$ cat config.mk
export PLATFORM = sky130hd
export DESIGN_NAME = core_clock_ratio_reset
export DESIGN_NICKNAME = d
export VERILOG_FILES = /design/src/core_clock_sync.sv /design/src/core_clock_ratio_reset.sv
export SDC_FILE = /design/constraint.sdc
export NUM_CORES = 1
export LEC_CHECK = 0
export BUFFER_PORTS_ARGS = -buffer_cell sky130_fd_sc_hd__buf_4
export CAP_MARGIN = 20
export CORE_ASPECT_RATIO = 0.9
export CORE_MARGIN = 2
export CORE_UTILIZATION = 46
export CTS_CLUSTER_DIAMETER = 150
export DETAILED_ROUTE_END_ITERATION = 6
export PLACE_DENSITY = 0.68
export SETUP_SLACK_MARGIN = 0.05
export SYNTH_ARGS = -nofsm -noshare
export SYNTH_HDL_FRONTEND = slang
export SYNTH_SLANG_ARGS = --single-unit
$ cat constraint.sdc
create_clock -name i_ref_clk -period 2.35 [get_ports i_ref_clk]
set_clock_uncertainty 0.2 [all_clocks]
set_input_delay 0.1175 -clock i_ref_clk [delete_from_list [all_inputs] [get_ports i_ref_clk]]
set_output_delay 0.1175 -clock i_ref_clk [all_outputs]
set_load 0.05 [all_outputs]
$ cat src/core_clock_sync.sv
// Purpose: Shared constants and types, plus the pin input synchroniser
// Assumes: One clock, i_ref_clk at 40 MHz, synchronous active high reset
// Notes:   Filtered output moves only when stages two and three agree

`timescale 1ns/100ps
`default_nettype none

// ========================================================================
// Package
package core_clock_pkg;

    // Strap codes and multipliers
    localparam int          STRAP_W        = 3;
    localparam int          MULT_W         = 4;
    localparam logic [2:0]  CODE_X4        = 3'h0;
    localparam logic [2:0]  CODE_X5        = 3'h1;
    localparam logic [2:0]  CODE_X6        = 3'h2;
    localparam logic [2:0]  CODE_X7        = 3'h3;
    localparam logic [2:0]  CODE_X8        = 3'h4;
    localparam logic [2:0]  CODE_X10       = 3'h5;
    localparam logic [2:0]  CODE_X12       = 3'h6;
    localparam logic [2:0]  CODE_RESERVED  = 3'h7;
    localparam logic [3:0]  MULT_X4        = 4'h4;
    localparam logic [3:0]  MULT_X5        = 4'h5;
    localparam logic [3:0]  MULT_X6        = 4'h6;
    localparam logic [3:0]  MULT_X7        = 4'h7;
    localparam logic [3:0]  MULT_X8        = 4'h8;
    localparam logic [3:0]  MULT_X10       = 4'ha;
    localparam logic [3:0]  MULT_X12       = 4'hc;
    localparam logic [3:0]  MULT_NONE      = 4'h0;

    // Timing: loop lock wait, least time so rounded up
    localparam int SYS_CLK_PERIOD_PS = 25000;
    localparam int LOCK_TIME_NS      = 50000;
    localparam int LOCK_CYCLES       =
        (LOCK_TIME_NS * 1000 + SYS_CLK_PERIOD_PS - 1) / SYS_CLK_PERIOD_PS;
    localparam int LOCK_CNT_W        = 12;

    // Sequencer states, one-hot
    typedef enum logic [3:0] {
        ST_RESET = 4'b0001,
        ST_LOCK  = 4'b0010,
        ST_RUN   = 4'b0100,
        ST_BAD   = 4'b1000
    } seq_state_type;

    // Clock configuration seen by the rest of the chip
    typedef struct packed {
        logic [3:0] core_mult;     // Core clock / system clock
        logic [3:0] instr_mult;    // Instruction rate / system clock
        logic [3:0] bus_mult_x2;   // 2 * on-chip bus clock / system clock
    } clk_cfg_type;

    localparam clk_cfg_type CFG_RESET = '{4'h0, 4'h0, 4'h0};

    function automatic logic [3:0] ratio_of(input logic [2:0] code);
        case (code)
            CODE_X4:  ratio_of = MULT_X4;
            CODE_X5:  ratio_of = MULT_X5;
            CODE_X6:  ratio_of = MULT_X6;
            CODE_X7:  ratio_of = MULT_X7;
            CODE_X8:  ratio_of = MULT_X8;
            CODE_X10: ratio_of = MULT_X10;
            CODE_X12: ratio_of = MULT_X12;
            default:  ratio_of = MULT_NONE;
        endcase
    endfunction

endpackage : core_clock_pkg

// ========================================================================
// Three stage synchroniser with agreement filter
module core_clock_sync #(
    parameter int           WIDTH = 1,
    parameter logic [31:0]  INIT  = 32'h0000_0000
) (
    input  wire logic             i_ref_clk,
    input  wire logic             i_rst,
    input  wire logic [WIDTH-1:0] i_async,
    output logic      [WIDTH-1:0] o_sync
);
    logic [WIDTH-1:0] stage1_reg;
    logic [WIDTH-1:0] stage2_reg;
    logic [WIDTH-1:0] stage3_reg;

    // Stage one feeds stage two only, for metastability settling
    always_ff @(posedge i_ref_clk) begin
        if (i_rst) begin
            stage1_reg <= INIT[WIDTH-1:0];
            stage2_reg <= INIT[WIDTH-1:0];
            stage3_reg <= INIT[WIDTH-1:0];
        end else begin
            stage1_reg <= i_async;
            stage2_reg <= stage1_reg;
            stage3_reg <= stage2_reg;
        end
    end

    always_ff @(posedge i_ref_clk) begin
        if (i_rst) begin
            o_sync <= INIT[WIDTH-1:0];
        end else begin
            for (int b = 0; b < WIDTH; b++) begin
                if (stage2_reg[b] == stage3_reg[b]) begin
                    o_sync[b] <= stage3_reg[b];
                end
            end
        end
    end
endmodule // core_clock_sync

`default_nettype wire

$ cat src/core_clock_ratio_reset.sv
// Purpose: Core clock ratio strap decode and reset sequencing
// Assumes: i_ref_clk is the system clock; the loop model waits a lock time
// Notes:   Core clock itself is analog; this block sets its multiplier
//
// What this block does
// - Core clock is system clock times strap ratio; 111 reserved.
// - Instruction rate equals core clock rate.
// - Reset input forces known state with execution idle.
// - Reset-done output signals internal reset sequence complete.
// - All outputs three-stated while reset is in effect.
// - Asynchronous inputs pass a synchroniser before use.
// - Core clock loop is referenced and phase locked to system clock.
// - On-chip bus runs at half the core clock rate.

`timescale 1ns/100ps
`default_nettype none

module core_clock_ratio_reset
    import core_clock_pkg::*;
#(
    parameter int LOCK_WAIT = LOCK_CYCLES
) (
    input  wire logic         i_ref_clk,
    input  wire logic         i_rst,
    input  wire logic         i_rst_in_n,
    input  wire logic         i_por_in,
    input  wire logic [2:0]   i_core_ratio_strap,
    output var clk_cfg_type   o_clk_cfg,
    output logic              o_pll_locked,
    output logic              o_rst_out,
    output logic              o_exec_idle,
    output logic              o_pad_oe_n,
    output logic              o_ratio_invalid,
    output logic              o_dram_init
);

    // ====================================================================
    // Input synchronisers
    logic       rst_in_n_sync;
    logic       por_in_sync;
    logic [2:0] strap_sync;

    core_clock_sync #(.WIDTH(2), .INIT(32'h0000_0000)) u_sync_ctl (
        .i_ref_clk (i_ref_clk),
        .i_rst     (i_rst),
        .i_async   ({i_rst_in_n, i_por_in}),
        .o_sync    ({rst_in_n_sync, por_in_sync})
    );

    core_clock_sync #(.WIDTH(STRAP_W), .INIT(32'h0000_0000)) u_sync_strap (
        .i_ref_clk (i_ref_clk),
        .i_rst     (i_rst),
        .i_async   (i_core_ratio_strap),
        .o_sync    (strap_sync)
    );

    // Device reset: block reset or board reset pin held low
    // One extra stage so the straps have settled before release
    logic dev_rst_reg;
    logic dev_rst;

    always_ff @(posedge i_ref_clk) begin
        if (i_rst) begin
            dev_rst_reg <= 1'b1;
        end else begin
            dev_rst_reg <= ~rst_in_n_sync;
        end
    end

    assign dev_rst = i_rst | dev_rst_reg;

    // ====================================================================
    // Strap capture
    // Straps only follow the pin while in reset, so later glitches
    // cannot disturb a running core clock
    logic [2:0] strap_reg;

    always_ff @(posedge i_ref_clk) begin
        if (i_rst) begin
            strap_reg <= CODE_X4;
        end else if (dev_rst) begin
            strap_reg <= strap_sync;
        end
    end

    // ====================================================================
    // Sequencer
    seq_state_type          state_reg;
    seq_state_type          state_next;
    logic [LOCK_CNT_W-1:0]  lock_cnt_reg;
    logic                   lock_done;

    assign lock_done = (lock_cnt_reg == LOCK_CNT_W'(LOCK_WAIT - 1));

    always_comb begin
        state_next = state_reg;
        case (state_reg)
            ST_RESET: begin
                if (!dev_rst) begin
                    if (strap_reg == CODE_RESERVED) begin
                        state_next = ST_BAD;
                    end else begin
                        state_next = ST_LOCK;
                    end
                end
            end
            ST_LOCK: begin
                if (lock_done) begin
                    state_next = ST_RUN;
                end
            end
            ST_RUN:  state_next = state_reg;
            ST_BAD:  state_next = state_reg;
            default: state_next = ST_RESET;
        endcase
        if (dev_rst) begin
            state_next = ST_RESET;
        end
    end

    always_ff @(posedge i_ref_clk) begin
        if (i_rst) begin
            state_reg <= ST_RESET;
        end else begin
            state_reg <= state_next;
        end
    end

    // Lock wait counter, restarted on every entry to the lock state
    always_ff @(posedge i_ref_clk) begin
        if (i_rst || state_reg != ST_LOCK) begin
            lock_cnt_reg <= '0;
        end else if (!lock_done) begin
            lock_cnt_reg <= lock_cnt_reg + LOCK_CNT_W'(1);
        end
    end

    // ====================================================================
    // Outputs
    logic [3:0] mult;
    assign mult = ratio_of(strap_reg);

    always_ff @(posedge i_ref_clk) begin
        if (i_rst) begin
            o_clk_cfg <= CFG_RESET;
        end else if (state_next == ST_RESET || state_next == ST_BAD) begin
            o_clk_cfg <= CFG_RESET;
        end else begin
            o_clk_cfg.core_mult   <= mult;
            o_clk_cfg.instr_mult  <= mult;
            o_clk_cfg.bus_mult_x2 <= mult;
        end
    end

    always_ff @(posedge i_ref_clk) begin
        if (i_rst) begin
            o_pll_locked <= 1'b0;
            o_rst_out    <= 1'b0;
            o_exec_idle  <= 1'b1;
            o_pad_oe_n   <= 1'b1;
        end else begin
            o_pll_locked <= (state_next == ST_RUN);
            o_rst_out    <= (state_next == ST_RUN);
            o_exec_idle  <= (state_next != ST_RUN);
            o_pad_oe_n   <= (state_next != ST_RUN);
        end
    end

    always_ff @(posedge i_ref_clk) begin
        if (i_rst) begin
            o_ratio_invalid <= 1'b0;
            o_dram_init     <= 1'b0;
        end else begin
            o_ratio_invalid <= (strap_reg == CODE_RESERVED);
            // Looped-back reset-done starts memory init
            o_dram_init     <= por_in_sync & ~dev_rst;
        end
    end

    // ====================================================================
    // Assertions
    a_reset_idle_pads: assert property (
        @(posedge i_ref_clk) disable iff (i_rst)
        dev_rst |=> (o_pad_oe_n && o_exec_idle && !o_rst_out))
        else $error("Outputs not released to idle during reset");

    a_done_needs_lock: assert property (
        @(posedge i_ref_clk) disable iff (i_rst)
        $rose(o_rst_out) |-> $past(state_reg) == ST_LOCK && $past(lock_done))
        else $error("Reset done rose without loop lock");

    a_lock_wait_len: assert property (
        @(posedge i_ref_clk) disable iff (i_rst)
        $rose(state_reg == ST_LOCK) |-> lock_cnt_reg == '0)
        else $error("Lock counter not cleared on entry");

    a_reserved_blocks: assert property (
        @(posedge i_ref_clk) disable iff (i_rst)
        (o_ratio_invalid && !dev_rst) |-> !o_rst_out)
        else $error("Reset done with reserved strap");

    a_core_mult_map: assert property (
        @(posedge i_ref_clk) disable iff (i_rst)
        (o_rst_out && strap_reg == CODE_X10)
            |-> o_clk_cfg.core_mult == MULT_X10)
        else $error("Core multiplier does not match strap");

    a_instr_rate_same: assert property (
        @(posedge i_ref_clk) disable iff (i_rst)
        o_clk_cfg.instr_mult == o_clk_cfg.core_mult)
        else $error("Instruction rate differs from core rate");

    a_bus_half_rate: assert property (
        @(posedge i_ref_clk) disable iff (i_rst)
        o_clk_cfg.bus_mult_x2 == o_clk_cfg.core_mult)
        else $error("Bus clock not half of core clock");

    a_strap_frozen: assert property (
        @(posedge i_ref_clk) disable iff (i_rst)
        (!dev_rst && !$past(dev_rst)) |=> $stable(strap_reg))
        else $error("Strap changed outside reset");

    a_rst_pin_sync: assert property (
        @(posedge i_ref_clk) disable iff (i_rst)
        $fell(i_rst_in_n) ##1 !i_rst_in_n [*3] |=> ##[0:2] dev_rst)
        else $error("Reset pin not seen through synchroniser");

    c_normal_boot: cover property (
        @(posedge i_ref_clk) disable iff (i_rst) $rose(o_rst_out));
    c_bad_strap: cover property (
        @(posedge i_ref_clk) disable iff (i_rst) $rose(state_reg == ST_BAD));
    c_warm_reset: cover property (
        @(posedge i_ref_clk) disable iff (i_rst) o_rst_out ##1 !o_rst_out);
    c_dram_start: cover property (
        @(posedge i_ref_clk) disable iff (i_rst) $rose(o_dram_init));

endmodule // core_clock_ratio_reset

`default_nettype wire

==> results_dict.tcl <==
set metrics [dict create \
    worstRegToRegCells 5 \
    slowest_stage "dfxtp_1" \
    post_drt_via_cell_ratio 5.023 \
    syn_avg_cell_area_um2 9.617 \
    wire_per_inst_um 11.27 \
    clockRootBuffer "clkbuf_8" \
    start_kind "register" \
    dieArea_um2 4515 \
    rows 21 \
    globalplace.congestion 0.7570 \
    layout.nets 223 \
    hold_start "u_sync_ctl.o_sync[1]$_SDFFE_PP0N_" \
    tritoncts "done" \
    drtPass1Iterations 4 \
    startpoint "lock_cnt_reg[0]$_SDFFE_PP0N_" \
    worstPathArrival_ps 1880 \
    relSlewSlack_pct 77.37 \
    path_class "register to register" \
    h-tree-depth 2 \
    drc 0 \
    largest_reg_flops 12 \
    setup_ws_ps 442.2 \
    rsz0062_at_grt "no" \
    seq_area_frac_synth_pct 52.32 \
    mostFrequentLayoutCell "dfxtp_1" \
    numCtsBuffers 5 \
    whs_path_depth 1 \
    clock-sinks 48 \
    pwr_density_cell_nw_per_um2 625.1 \
    finalMaxSlewViolations 0 \
    fin_setup_tns_ps 0 \
    fin_util_pct 57.37 \
    yosysWarnings 0 \
    postCtsSetupRepairBufs 0 \
    power_leakage_nw 0.8348 \
    ys_types 40 \
    antenna_found_initial 0 \
    grt_max_degree 29 \
    initial_core_util_pct 48.54 \
    worst_pin_slew_ps 336.3 \
    cp_max_fo 6 \
    pre_cts_slack_ps 451.4 \
    end_kind "register" \
    async_flop_share_pct 0 \
    fillCellCount 349 \
    peakVddDrop_v 0.0004358 \
    antennaDiodeCount 0 \
    min_period_ps 1908 \
    multi_input_area_um2 753.2 \
    wirelength_um 2952 \
    regArea_um2 960.9 \
    ioPinCount 25 \
    setup_violations 0 \
    clk_latency_ps 290 \
    synthFlopType "dfxtp_1" \
    grt.overflow.total 0 \
    grt_pass1_vias 1276 \
    status "complete, no violations" \
    crit_chain "ha_1, and3_2, nand4_4, o21a_1, or3_1" \
    slowest_delay_ps 400 \
    drv_cap 0 \
    die_w_um 70.61 \
    synth-seq-cells 48 \
    fin_area_um2 2171 \
    clkSlewWorstSetupHoldPaths_ps 80 \
    grt_usage_pct 14.12 \
    layout-drive-gt1-share_pct 18.06 \
    worstPathRequired_ps 2320 \
    max_freq_mhz 524.2 \
    hold_viol 0 \
    final_cell_mix "48 x dfxtp_1, 24 x buf_4, 21 x nor2_1" \
    core_um2 3784 \
    synth.cell_area_um2 1837 \
    min_path_type "register to register" \
    route.vias.total 1316 \
    grt_pass1_wl_um 5119 \
    syn_to_final_growth_pct 18.19 \
    r2r-start "lock_cnt_reg[0]$_SDFFE_PP0N_" \
    post-route-period-util_pct 81.18 \
    place_area_um2 1963 \
    synthCells 191 \
    dp_hpwl_um 2015 \
    synth_edf_count 0 \
    io_buffers 24 \
    syn_nets 199 \
    ant_nets 0 \
    drt_iter0_markers 48 \
    cts_buffer_depth 2 \
    power_mw 1.357 \
    die_h_um 63.95 \
]
==> cells by family (layout without fill, tap and decap cells) <==
family          count (synthesis)  after routing  share of synthesized area [%]
simple gates                   83             83                          25.07
buf+inv                        21             46                          6.675
xor+xnor                        9              9                          4.292
mux                             7              7                          3.883
flops                          48             48                          52.32
fa+ha+maj                       1              1                         0.6811
compound gates                 22             22                          7.085
==> metrics by stage <==
step / std cells / hold slack [ps]
6_report: 262 / 215.4
3_5_place_dp: 243 / 131.6
5_1_grt: 262 / 237.9
2_1_floorplan: 191 / 45.68
3_3_place_gp: 243 / 128.9
4_1_cts: 262 / 217.2
==> final timing paths <==
kind / to / slack, ps
min: dev_rst_reg$_SDFF_PP1_ / 220
min reg2reg: dev_rst_reg$_SDFF_PP1_ / 220
max reg2reg: o_pad_oe_n$_SDFF_PP1_ / 440
max: o_pad_oe_n$_SDFF_PP1_ / 440
==> synth_stat cells (2+ instances only) <==
cell type   n  area [um^2]
mux2i_1     6        60.06
nor2_1     21        78.83
a21oi_1     9        45.04
xnor2_1     8        70.07
nand2b_1    5        31.28
inv_1       3        11.26
clkbuf_2    2        10.01
clkbuf_1    2        7.510
nand2_1    12        45.04
dfxtp_1    48        960.9
buf_2       3        15.01
o21ai_0     6        30.03
buf_4      10        75.07
or3_1       2        12.51
nand4_1     2        12.51
nor3_1      8        40.04
nor4b_1     2        17.52
nand3_1     4        20.02
nor2b_1    17        106.4
==> timing repair <==
action | 4_1_cts | 5_1_grt
gates resized for setup | 0 | 0
endpoints found under the setup margin | 0 | 0
hold endpoints to repair | 23 | 0
hold buffers | 11 | 0
==> area by class of cell <==
type | count | area share, %
clock inverter | 2 | 0.6916
clock buffer | 6 | 3.804
timing repair buffer | 35 | 13.37
tap | 46 | 2.651
multi-input combinational | 122 | 34.70
inverter | 3 | 0.5187
sequential | 48 | 44.27
==> critical path: cells and delay by family (launching register included) <==
family | cells | cell delay, ps
DFF | 1 | 400
AOI/OAI and AO/OA | 1 | 230
adders and majority gates | 1 | 250
and+or+nand+nor | 3 | 710
==> routing by layer <==
metal / vias up / track usage [%] / wire [um]
li1: 679 / - / -
met1: 604 / 14.98 / 1342
met2: 29 / 25.83 / 1446
met3: 4 / 4.101 / 133
met4: 0 / 6.368 / 29
met5: - / 0 / 0
==> report_power, final <==
part	switching (mW)	internal (mW)
sequential	0.00377	0.823
clock	0.255	0.238
combinational	0.0124	0.0244
Note: power is estimated with default switching activity, not from simulation.
